===== src/core/upconv_rx_regs.svh =====
// Offsets, defaults and sizes of the up-converter sample and register-write receiver
// Behaviour
// The host sends a sample packet only when it holds a full block of 240 I/Q pairs.
// Each up-converter sample is 24 bits wide and the stream runs at 192 ksps.
// Bytes 0 to 3 carry a 32-bit packet counter, MSB first, taken before any payload.
// From byte 4, 240 pairs of 3-byte I then 3-byte Q, MSB first, end at byte 1443.
// The sample port base is configurable, and when it is zero channel 0 uses port 1029.
// Each further up-converter channel listens on the previous channel's port plus one.
// The packet counter starts at zero, steps by one and wraps to zero after its maximum.
// Each receiving port keeps its own expected counter so losses are seen per stream.
// Expected counters return to zero at start and whenever a stop command arrives.
// In either envelope mode even pairs go to the up-converter and odd pairs to envelope.
// A register-write payload holds 240 six-byte entries of 16-bit address, 32-bit data.
// Each entry writes its 32-bit data word to the register its address selects.
// The register-write port is configurable, and its zero default is a build parameter.
// The host sends every multi-byte field most significant byte first.
// A counter mismatch sets the port's missing flag, counts it and resyncs to count plus one.
// A packet whose payload is shorter than the full size is discarded without effect.
`ifndef UPCONV_RX_REGS_SVH
`define UPCONV_RX_REGS_SVH

`define FULL_LEN 16'h05A4
`define SEQ_LAST 11'h003
`define ENTRY_LAST 3'h5
`define ENTRIES_LAST 8'hEF
`define IQ_PORT_DEFAULT 16'h0405
`define SEQ_RESET 32'h00000000

`endif


===== src/core/upconv_rx_pkg.sv =====
// Types shared by the up-converter sample and register-write receiver
package upconv_rx_pkg;

  typedef enum logic [1:0] {
    ST_IDLE = 2'b00,
    ST_SEQ = 2'b01,
    ST_BODY = 2'b11,
    ST_DROP = 2'b10
  } rx_state_t;

  typedef struct packed {
    logic sop;
    logic eop;
    logic [7:0] data;
  } udp_beat_t;

  typedef struct packed {
    logic signed [23:0] i;
    logic signed [23:0] q;
  } iq_pair_t;

  typedef struct packed {
    logic [15:0] addr;
    logic [31:0] data;
  } reg_write_t;

endpackage : upconv_rx_pkg


===== src/core/seq_tracker.sv =====
// Per-port expected packet counter with loss flag and loss count
`timescale 1ns/1ps
`include "upconv_rx_regs.svh"
module seq_tracker #(
  parameter int CNT_W = 16
) (
  // Clock and reset
  input wire logic clk,
  input wire logic rst_n,
  // Counter check
  input wire logic check,
  input wire logic [31:0] seq_in,
  input wire logic clear,
  // Status
  output logic missing,
  output logic [CNT_W-1:0] miss_count,
  output logic [31:0] expected
);

  wire mismatch = check && (seq_in != expected);

  always_ff @(posedge clk or negedge rst_n) begin
    if (!rst_n) begin
      expected <= `SEQ_RESET;
    end else if (clear) begin
      expected <= `SEQ_RESET;
    end else if (mismatch) begin
      expected <= seq_in + 32'h00000001;
    end else if (check) begin
      expected <= expected + 32'h00000001;
    end
  end

  always_ff @(posedge clk or negedge rst_n) begin
    if (!rst_n) begin
      missing <= 1'b0;
      miss_count <= '0;
    end else begin
      // Set wins over a simultaneous stop
      missing <= mismatch || (missing && !clear);
      if (mismatch) begin
        miss_count <= miss_count + CNT_W'(1);
      end else if (clear) begin
        miss_count <= '0;
      end
    end
  end

  property p_resync;
    @(posedge clk) disable iff (!rst_n)
    check && !clear && (seq_in != expected) |=> expected == $past(seq_in) + 32'h00000001
      && missing;
  endproperty
  a_resync: assert property (p_resync) else $error("expected count not resynced");

  property p_step;
    @(posedge clk) disable iff (!rst_n)
    check && !clear && (seq_in == expected) |=> expected == $past(expected) + 32'h00000001
      && miss_count == $past(miss_count);
  endproperty
  a_step: assert property (p_step) else $error("expected count did not step");

  property p_clear;
    @(posedge clk) disable iff (!rst_n)
    clear && !check |=> expected == `SEQ_RESET && miss_count == '0 && !missing;
  endproperty
  a_clear: assert property (p_clear) else $error("stop did not clear tracker");

endmodule : seq_tracker


===== src/core/upconv_iq_and_regwrite_rx.sv =====
// Decoder for up-converter sample packets and register-write packets
`timescale 1ns/1ps
`include "upconv_rx_regs.svh"
module upconv_iq_and_regwrite_rx
  import upconv_rx_pkg::*;
#(
  parameter int NUM_UPCONV = 2,
  parameter logic [15:0] REG_PORT_DEFAULT = 16'h0400,
  parameter int CNT_W = 16,
  localparam int NPORT = NUM_UPCONV + 1,
  localparam int SW = $clog2(NPORT),
  localparam int CW = (NUM_UPCONV > 1) ? $clog2(NUM_UPCONV) : 1
) (
  // Clock and reset
  input wire logic clk,
  input wire logic nrst,
  // Payload byte stream
  input wire logic rx_valid,
  input wire udp_beat_t rx_beat,
  input wire logic [15:0] rx_dst_port,
  input wire logic [15:0] rx_len,
  output logic rx_ready,
  // Configuration
  input wire logic [15:0] cfg_iq_port,
  input wire logic [15:0] cfg_reg_port,
  input wire logic envelope_tracking_mode,
  input wire logic envelope_restore_mode,
  input wire logic stop_cmd,
  // Up-converter samples
  output logic iq_valid,
  output logic [CW-1:0] iq_chan,
  output iq_pair_t iq_pair,
  // Envelope samples
  output logic env_valid,
  output logic [CW-1:0] env_chan,
  output iq_pair_t env_pair,
  // Register writes
  output logic reg_wr_valid,
  output reg_write_t reg_wr,
  // Sequence status
  output logic [NPORT-1:0] seq_missing,
  output logic [NPORT-1:0][CNT_W-1:0] seq_miss_count
);

  // ==========================================================
  // Reset release
  logic [1:0] rst_pipe;
  wire rst_n = rst_pipe[1];

  always_ff @(posedge clk or negedge nrst) begin
    if (!nrst) begin
      rst_pipe <= 2'b00;
    end else begin
      rst_pipe <= {rst_pipe[0], 1'b1};
    end
  end

  // ==========================================================
  // Port decode
  function automatic logic [SW-1:0] slot_of(input logic [NPORT-1:0] hits);
    logic [SW-1:0] idx;
    idx = '0;
    for (int k = NPORT - 1; k >= 0; k--) begin
      if (hits[k]) begin
        idx = SW'(k);
      end
    end
    return idx;
  endfunction : slot_of

  wire [15:0] iq_base = (cfg_iq_port == 16'h0000) ? `IQ_PORT_DEFAULT : cfg_iq_port;
  wire [15:0] reg_port = (cfg_reg_port == 16'h0000) ? REG_PORT_DEFAULT : cfg_reg_port;
  wire [NPORT-1:0] hit;

  genvar g;
  generate
    for (g = 0; g < NUM_UPCONV; g++) begin : g_iq_hit
      assign hit[g] = rx_dst_port == (iq_base + 16'(g));
    end
  endgenerate
  assign hit[NUM_UPCONV] = rx_dst_port == reg_port;

  // ==========================================================
  // Framing
  rx_state_t state;
  rx_state_t next_state;
  logic [10:0] byte_cnt;
  logic [2:0] ent;
  logic [7:0] pair;
  logic [SW-1:0] tgt;
  logic [47:0] shreg;

  assign rx_ready = rst_n;
  wire beat = rx_valid && rx_ready;
  wire start = beat && rx_beat.sop;
  wire full_len = rx_len >= `FULL_LEN;
  wire accept = start && !rx_beat.eop && (|hit) && full_len;
  wire [SW-1:0] slot = slot_of(hit);
  wire [47:0] field = {shreg[39:0], rx_beat.data};
  wire seq_done = beat && !rx_beat.sop && (state == ST_SEQ) && (byte_cnt == `SEQ_LAST);
  wire emit = beat && !rx_beat.sop && (state == ST_BODY) && (ent == `ENTRY_LAST);
  wire is_reg = tgt == SW'(NUM_UPCONV);
  wire env_mode = envelope_tracking_mode || envelope_restore_mode;
  wire to_env = env_mode && pair[0];

  always_comb begin
    next_state = state;
    if (start) begin
      if (rx_beat.eop) begin
        next_state = ST_IDLE;
      end else if (accept) begin
        next_state = ST_SEQ;
      end else begin
        next_state = ST_DROP;
      end
    end else if (beat && rx_beat.eop) begin
      next_state = ST_IDLE;
    end else begin
      case (state)
        ST_SEQ: begin
          if (seq_done) begin
            next_state = ST_BODY;
          end
        end
        ST_BODY: begin
          if (emit && (pair == `ENTRIES_LAST)) begin
            next_state = ST_DROP;
          end
        end
        default: begin
          next_state = state;
        end
      endcase
    end
  end

  always_ff @(posedge clk or negedge rst_n) begin
    if (!rst_n) begin
      state <= ST_IDLE;
      tgt <= '0;
      shreg <= '0;
    end else begin
      state <= next_state;
      if (beat) begin
        shreg <= field;
      end
      if (accept) begin
        tgt <= slot;
      end
    end
  end

  always_ff @(posedge clk or negedge rst_n) begin
    if (!rst_n) begin
      byte_cnt <= '0;
      ent <= '0;
      pair <= '0;
    end else if (start) begin
      byte_cnt <= 11'h001;
      ent <= '0;
      pair <= '0;
    end else if (beat) begin
      byte_cnt <= byte_cnt + 11'h001;
      if (state == ST_BODY) begin
        ent <= (ent == `ENTRY_LAST) ? 3'h0 : ent + 3'h1;
      end
      if (emit) begin
        pair <= pair + 8'h01;
      end
    end
  end

  // ==========================================================
  // Sample and register-write outputs
  always_ff @(posedge clk or negedge rst_n) begin
    if (!rst_n) begin
      iq_valid <= 1'b0;
      env_valid <= 1'b0;
      reg_wr_valid <= 1'b0;
    end else begin
      iq_valid <= emit && !is_reg && !to_env;
      env_valid <= emit && !is_reg && to_env;
      reg_wr_valid <= emit && is_reg;
    end
  end

  always_ff @(posedge clk or negedge rst_n) begin
    if (!rst_n) begin
      iq_chan <= '0;
      iq_pair <= '0;
      env_chan <= '0;
      env_pair <= '0;
      reg_wr <= '0;
    end else if (emit) begin
      if (is_reg) begin
        reg_wr <= field;
      end else if (to_env) begin
        env_chan <= tgt[CW-1:0];
        env_pair <= field;
      end else begin
        iq_chan <= tgt[CW-1:0];
        iq_pair <= field;
      end
    end
  end

  // ==========================================================
  // Per-port counter trackers
  generate
    for (g = 0; g < NPORT; g++) begin : g_track
      seq_tracker #(
        .CNT_W(CNT_W)
      ) u_track (
        .clk(clk),
        .rst_n(rst_n),
        .check(seq_done && (tgt == SW'(g))),
        .seq_in(field[31:0]),
        .clear(stop_cmd),
        .missing(seq_missing[g]),
        .miss_count(seq_miss_count[g]),
        .expected()
      );
    end
  endgenerate

  // ==========================================================
  // Checks
  property p_short_drop;
    @(posedge clk) disable iff (!rst_n)
    start && !rx_beat.eop && (|hit) && (rx_len < `FULL_LEN) |=> state == ST_DROP
      ##1 !iq_valid && !env_valid && !reg_wr_valid;
  endproperty
  a_short_drop: assert property (p_short_drop) else $error("short packet not dropped");

  property p_default_port;
    @(posedge clk) disable iff (!rst_n)
    start && !rx_beat.eop && full_len && cfg_iq_port == 16'h0000
      && rx_dst_port == `IQ_PORT_DEFAULT && reg_port != `IQ_PORT_DEFAULT
      |=> state == ST_SEQ && tgt == '0;
  endproperty
  a_default_port: assert property (p_default_port) else $error("port 1029 not channel 0");

  property p_next_port;
    @(posedge clk) disable iff (!rst_n)
    start && !rx_beat.eop && full_len && rx_dst_port == iq_base + 16'h0001
      && reg_port != rx_dst_port |=> state == ST_SEQ && tgt == SW'(1);
  endproperty
  a_next_port: assert property (p_next_port) else $error("second channel port wrong");

  property p_seq_first;
    @(posedge clk) disable iff (!rst_n)
    state == ST_BODY && $past(state) == ST_SEQ |-> $past(byte_cnt) == `SEQ_LAST;
  endproperty
  a_seq_first: assert property (p_seq_first) else $error("payload before counter");

  property p_even_odd;
    @(posedge clk) disable iff (!rst_n)
    emit && !is_reg && env_mode |=> env_valid == $past(pair[0]) && iq_valid == !$past(pair[0]);
  endproperty
  a_even_odd: assert property (p_even_odd) else $error("envelope interleave wrong");

  property p_regwr;
    @(posedge clk) disable iff (!rst_n)
    emit && is_reg |=> reg_wr_valid && reg_wr.addr == $past(field[47:32])
      && reg_wr.data == $past(field[31:0]) && !iq_valid;
  endproperty
  a_regwr: assert property (p_regwr) else $error("register write mismatch");

  property p_entry_limit;
    @(posedge clk) disable iff (!rst_n)
    emit && pair == `ENTRIES_LAST |=> state != ST_BODY ##1 !iq_valid && !reg_wr_valid;
  endproperty
  a_entry_limit: assert property (p_entry_limit) else $error("entry past 240th");

endmodule : upconv_iq_and_regwrite_rx


===== config.mk =====
export PLATFORM = sky130hd
export DESIGN_NAME = upconv_iq_and_regwrite_rx
export DESIGN_NICKNAME = d
export VERILOG_FILES = /design/src/core/upconv_rx_pkg.sv /design/src/core/seq_tracker.sv /design/src/core/upconv_iq_and_regwrite_rx.sv
export VERILOG_INCLUDE_DIRS = /design/src /design/src/core
export SDC_FILE = /design/constraint.sdc
export NUM_CORES = 1
export LEC_CHECK = 0
export ABC_AREA = 0
export BUFFER_PORTS_ARGS = -buffer_cell sky130_fd_sc_hd__buf_2
export CAP_MARGIN = 15
export CORE_MARGIN = 2
export CORE_UTILIZATION = 50
export DETAILED_ROUTE_END_ITERATION = 8
export PLACE_DENSITY = 0.8
export SYNTH_ARGS = -nofsm -noshare
export SYNTH_HDL_FRONTEND = slang
export SYNTH_SLANG_ARGS = --single-unit

===== constraint.sdc =====
create_clock -name clk -period 15.2 [get_ports clk]
set_clock_uncertainty 0.05 [all_clocks]
set_input_delay 1.52 -clock clk [delete_from_list [all_inputs] [get_ports clk]]
set_output_delay 1.52 -clock clk [all_outputs]
set_load 0.03 [all_outputs]

== Word level (Yosys, flattened, before mapping) ==
Index checks and enable logic that the tools add are counted.

* Add/sub/neg operators: 11
* Multiply operators: 0
* Div/mod/pow operators: 0
* $lt $le $gt $ge: 1
* Eq/ne operators: 15
* Shift-type cells: 0
* Mux-type cells: 34
* Bitwise logic cells: 2
* Reductions and logical operators: 55

{| class="wikitable"
|+ Operators with widths
! kind !! count
|-
| $mux W32 || 9
|-
| $add A32 B1 Y32 const B || 4
|-
| $mux W16 || 6
|-
| $ne A32 B32 Y1 || 3
|-
| $add A16 B1 Y16 const B || 4
|-
| $eq A16 B16 Y1 || 3
|-
| $logic_not A16 Y1 || 2
|-
| $logic_and A1 B1 Y1 || 26
|-
| $mux W8 || 3
|-
| $mux W11 || 2
|-
| $mux W2 || 9
|-
| $ge A16 B11 Y1 const B || 1
|-
| $mux W3 || 4
|-
| $reduce_bool A2 Y1 || 6
|-
| $add A11 B1 Y11 const B || 1
|-
| $eq A11 B2 Y1 const B || 1
|-
| $reduce_and A3 Y1 || 3
|-
| $reduce_bool A3 Y1 || 3
|-
| $add A8 B1 Y8 const B || 1
|-
| $eq A8 B8 Y1 const B || 1
|-
| $reduce_and A2 Y1 || 3
|-
| $logic_not A1 Y1 || 5
|-
| $eq A2 B1 Y1 const B || 2
|-
| $eq A2 B2 Y1 const B || 2
|-
| 10 further kinds || 14
|}

* Register bits after elaboration: 364
* Bits in latches: 0
* Memory bits (writable): 0
* ROM bits: 0
* Logic and storage cells: 145
* Memories: 0

== Logic depth before layout (Yosys ltp) ==
* Depth after elaboration: 10
* Gate-level depth with buffers: 13
* Mapped depth without buffers: 11

== Hierarchy ==
From an unflattened synthesis, not the netlist that was laid out.

* Cell total of the unflattened synthesis: 2603
* Area, all modules: 22097.4 µm²

{| class="wikitable"
|+ By module, submodules not included
! module !! instances !! cells each !! area an instance (µm²) !! seq. area each (µm²)
|-
| seq_tracker || 3 || 535 || 4212.8 || 1226.2
|-
| upconv_iq_and_regwrite_rx || 1 || 998 || 9459.1 || 5430.2
|}

== Worst setup path before layout ==
Ideal clock, no wire load.

* Path kind: register -> register
* Start point: register rst_pipe[1]
* End point: register env_pair[37] (netlist bit)
* Library setup time: 0.125 ns
* Arrival: 10.816 ns
* Setup slack: 4.210 ns
* Cell stages (with the launch flop): 7
* Clock period less this slack: 10.990 ns
* Cell sequence: dfrtp_1 -> and3b_1 -> nand3_1 -> nor3_1 -> clkbuf_1 -> buf_2 -> mux2_2

* Longest elaborated chain between the ends: 5

{| class="wikitable"
|+ Ends and longest elaborated chain
! what !! line !! RTL
|-
| start, declared || upconv_iq_and_regwrite_rx.sv:47 || <nowiki>logic [1:0] rst_pipe;</nowiki>
|-
| start signal, assigned || upconv_iq_and_regwrite_rx.sv:54 || <nowiki>rst_pipe <= {rst_pipe[0], 1'b1};</nowiki>
|-
| $logic_and A1 B1 Y1 || upconv_iq_and_regwrite_rx.sv:94 || <nowiki>wire beat = rx_valid && rx_ready;</nowiki>
|-
| $logic_and A1 B1 Y1 (3 in series) || upconv_iq_and_regwrite_rx.sv:101 || <nowiki>wire emit = beat && !rx_beat.sop && (state == ST_BODY) && (ent == `ENTRY_LAST);</nowiki>
|-
| $reduce_and A3 Y1 (no line) || n/a ||
|-
| end signal, assigned || upconv_iq_and_regwrite_rx.sv:199 || <nowiki>env_pair <= field;</nowiki>
|-
| end, declared || upconv_iq_and_regwrite_rx.sv:36 || <nowiki>output iq_pair_t env_pair,</nowiki>
|}

No other way between the ends.
A chain may end at the register's enable or synchronous reset.

== Worst setup path after layout ==
* Start point: input cfg_iq_port[11]
* End point: register state[0]

* Longest elaborated chain between the ends: 10
* Elaborated cells on any way between the ends: 11
* Classes of those cells: add/sub (1); eq/ne (2); mux (4); reduce/logical (4)

{| class="wikitable"
|+ Ends and longest elaborated chain
! what !! line !! RTL
|-
| start, declared || upconv_iq_and_regwrite_rx.sv:24 || <nowiki>input wire logic [15:0] cfg_iq_port,</nowiki>
|-
| $logic_not A16 Y1 || upconv_iq_and_regwrite_rx.sv:71 || <nowiki>wire [15:0] iq_base = (cfg_iq_port == 16'h0000) ? `IQ_PORT_DEFAULT : cfg_iq_port;</nowiki>
|-
| $mux W16 * || upconv_iq_and_regwrite_rx.sv:71 ||
|-
| $add A16 B1 Y16 || upconv_iq_and_regwrite_rx.sv:78 || <nowiki>assign hit[g] = rx_dst_port == (iq_base + 16'(g));</nowiki>
|-
| $eq A16 B16 Y1 || upconv_iq_and_regwrite_rx.sv:78 ||
|-
| $reduce_or A3 Y1 * || upconv_iq_and_regwrite_rx.sv:97 || <nowiki>wire accept = start && !rx_beat.eop && (|hit) && full_len;</nowiki>
|-
| $logic_and A1 B1 Y1 * (2 in series) || upconv_iq_and_regwrite_rx.sv:97 ||
|-
| $mux W2 * || upconv_iq_and_regwrite_rx.sv:111 || <nowiki>end else if (accept) begin</nowiki>
|-
| $mux W2 * || upconv_iq_and_regwrite_rx.sv:109 || <nowiki>if (rx_beat.eop) begin</nowiki>
|-
| $mux W2 * || upconv_iq_and_regwrite_rx.sv:108 || <nowiki>if (start) begin</nowiki>
|-
| end signal, assigned || upconv_iq_and_regwrite_rx.sv:143 || <nowiki>state <= next_state;</nowiki>
|-
| end, declared || upconv_iq_and_regwrite_rx.sv:85 || <nowiki>rx_state_t state;</nowiki>
|}

Every way passes the cells marked *; elsewhere a longest branch is shown, timed or not.

==> qor.csv <==
stage;metric;value;unit
sta;maxSlewViolCount;0;
synthesis;synth-edff-count;0;
drt;via_per_inst;6.147;
layout;syn2layout_area_growth;14.37;%
synthesis;ys_async_sr_fraction;100.0;%
drt;vias;18590;
floorplanning;die-height;205.7;um
synthesis;yosysUniqueCellTypes;79;
critical_path;worstPathRequired;15.64;ns
min_path;hold_depth;0;
critical_path;r2r.worst_path.cells;5;
drt;dr.pass1.iters;6;
critical_path;start_kind;primary input;
clock_tree;cts.repair.resized;0;
layout;drive_gt1_share;19.57;%
min_path;worstHoldStart;rst_pipe[0];
grt;grt_pass1_vias;17720;
sta;tightest_slew;1.098;ns
synthesis;seq_area_frac_synth;44.79;%
critical_path;critPathKind;primary input to flop;
synthesis;synth_top_family_by_area;simple AND/OR/NAND/NOR gates;
synthesis;synth_xor_area_share;7.924;%
sta;setup_viol;0;
clock_tree;clkTransAtPathRegs;0.06;ns
critical_path;end_kind;flop;
sta;period_minus_slack;4.139;ns
critical_path;cp.arrival;4.58;ns
power;power_density;110.2;nW/um2
clock_tree;hold_buffers;0;
sta;rsz0062_at_grt;no;
grt;grt_pass1_wl;98610;um
grt;grt_max_degree;150;
drt;wl_per_cell;20.99;um
power;ir_worst_vdd;0.06966;mV
synthesis;synth_ff_type;dfrtp_1;
floorplanning;initial_core_util;50.95;%
clock_tree;root_buffer;clkbuf_16;
grt;gr-total-overflow;0;
critical_path;r2r_slack;11.36;ns
sta;fmax;241.6;MHz
floorplanning;rows;73;
sta;fin_hold_ws;0.3058;ns
clock_tree;clk_latency;0.57;ns
grt;antenna_found_initial;0;
drt;wirelength;63460;um
layout;finalNetCount;2559;
layout;n_antenna_cell;0;
clock_tree;cts_buffers;41;
clock_tree;cts_tree;yes;
power;p_leak;11.15;nW
synthesis;syn_inst;2285;
synthesis;yosysWarnings;0;
sta;setup_tns;0;ns
drt;ant_nets;0;
synthesis;postSynthNetCount;2375;
clock_tree;clockBufferDepth;3;
drt;first_iter_violations;1956;
critical_path;timing.rr.start;rst_pipe[1];
synthesis;postSynthAreaPerCell;8.900;um2
clock_tree;cts_setup_buffers;0;
placed_design;hpwl;42180;um
sta;final.period_utilization;27.23;%
clock_tree;cts_sinks;364;
run;maxCapViolations;0;
critical_path;path_max_fanout;6;
sta;slew_headroom;26.54;%
floorplanning;io_pins;281;
min_path;min_path_type;flop to flop;
placed_design;gp_congestion;0.9478;
synthesis;ys_seq_elements;364;
sta;hold_viol_final;0;
floorplanning;dieArea;42300;um2
critical_path;timing.rr.end;state[0];
placed_design;portBuffers;278;
min_path;min_to;rst_pipe[1];
synthesis;synthAdderAreaFrac;0.6152;%
clock_tree;htree_levels;2;
status;status;complete, no violations;
grt;grt_usage;29.82;%
synthesis;synth_compound_area_share;12.06;%
synthesis;synthMuxAreaShare;6.472;%
synthesis;yosys.area_share.simple;23.80;%
synthesis;syn-cell-area;20340;um2
drt;drcViolationCount;0;
floorplanning;coreArea;39910;um2
floorplanning;die_w;205.7;um
per-stage QoR:
step	setup slack [ns]	total power, mW	utilization (%)	instances	cell area [um2]
2_1_floorplan	3.950	1.371	-	2285	20340
3_3_place_gp	10.57	1.515	54.74	2951	21850
3_5_place_dp	10.49	1.526	54.74	2951	21850
4_1_cts	11.08	2.563	58.27	3024	23260
5_1_grt	10.83	2.649	58.27	3024	23260
6_report	11.06	2.563	58.27	3024	23260
layout by cell type (no fill, tap or decap), drive strengths merged, types with 63 or more instances in the layout:
master	synthesis	layout
nand3	81	81
nand2	459	459
nor3	71	71
clkbuf	89	63
buf	71	301
xor2	150	150
mux2	92	92
nor2	124	124
dfrtp	364	364
a21oi	90	90
o21ai	173	173
layout make-up:
type | instances | area (um2)
clock buffers | 63 | 1230
repair buffers | 301 | 1579
well taps | 525 | 656.9
inverters | 27 | 101.3
fillers | 3427 | 16650
clock inverters | 10 | 182.7
multi-input cells | 1734 | 10400
flip-flops and latches | 364 | 9112
power by group:
group          switching, mW  internal, mW  leakage, nW
clock                  0.410         0.628        0.688
sequential             0.147          1.03         4.97
combinational          0.221         0.124         5.49
total                  0.778          1.79         11.2
worst max-delay path by stage:
| stage | cells after the start | start | slack (ns) | endpoint |
|---|---|---|---|---|
| after floorplan | 0 | rst_pipe[1] | 3.95 | byte_cnt[0] |
| after global placement | 12 | cfg_iq_port[11] | 10.57 | state[0] |
| after detailed placement | 12 | cfg_iq_port[11] | 10.49 | state[0] |
| after CTS | 12 | cfg_iq_port[11] | 11.08 | state[0] |
| after global routing | 12 | cfg_iq_port[8] | 10.83 | state[0] |
| final | 12 | cfg_iq_port[11] | 11.06 | state[0] |
per-layer routing:
layer	vias up	wire [um]	track usage, %
met4	0	3105	14.44
met1	9031	25210	39.59
met3	203	6382	6.984
met5	-	0	0
li1	8363	-	-
met2	991	28760	45.95
registers in the layout (all words and copies together), names as in the netlist:
register                    cells
env_pair                       48
ent                             3
iq_pair                        48
state                           2
byte_cnt                       11
env_chan                        1
shreg                          40
reg_wr_valid                    1
rst_pipe                        2
env_valid                       1
pair                            8
g_track.u_track.missing         3
tgt                             2
iq_chan                         1
iq_valid                        1
g_track.u_track.expected       96
reg_wr                         48
g_track.u_track.miss_count     48
cell families after synthesis:
logic type / after synthesis
buf+inv: 187
flops: 364
other cells: 1
simple gates: 1012
xor+xnor: 184
compound gates: 407
fa+ha+maj: 10
mux: 120
synth_stat cells, types with 16 or more instances:
cell      count  area share [%]
nand2_1     459             8.5
inv_1        27            0.50
nor4_1       57             1.8
dfrtp_1     364              45
a31oi_1      16            0.49
xnor2_1      34             1.5
nor2_1      123             2.3
mux2i_1      28             1.4
nor3_1       71             1.7
and2_1       18            0.55
a211oi_1     25            0.92
and3_1       46             1.4
o21ai_0     167             4.1
a21oi_1      90             2.2
mux2_2       92             5.1
xor2_1      150             6.5
clkbuf_1     89             1.6
a22oi_1      24            0.89
nand3_1      81             2.0
buf_2        51             1.3
nand4_1      48             1.5
nand2b_1     20            0.62
worst max-delay path: stages:
cell	delay [ns]
buf_2	0.14
nor4_1	0.41
and4_1	0.39
or2_2	0.17
ha_1	0.21
and3_1	0.25
nand4_2	0.12
xnor2_1	0.20
xnor2_1	0.09
or4_4	0.52
nor4_4	0.35
a2bb2oi_1	0.19
Power figures use the tool's default switching activity.
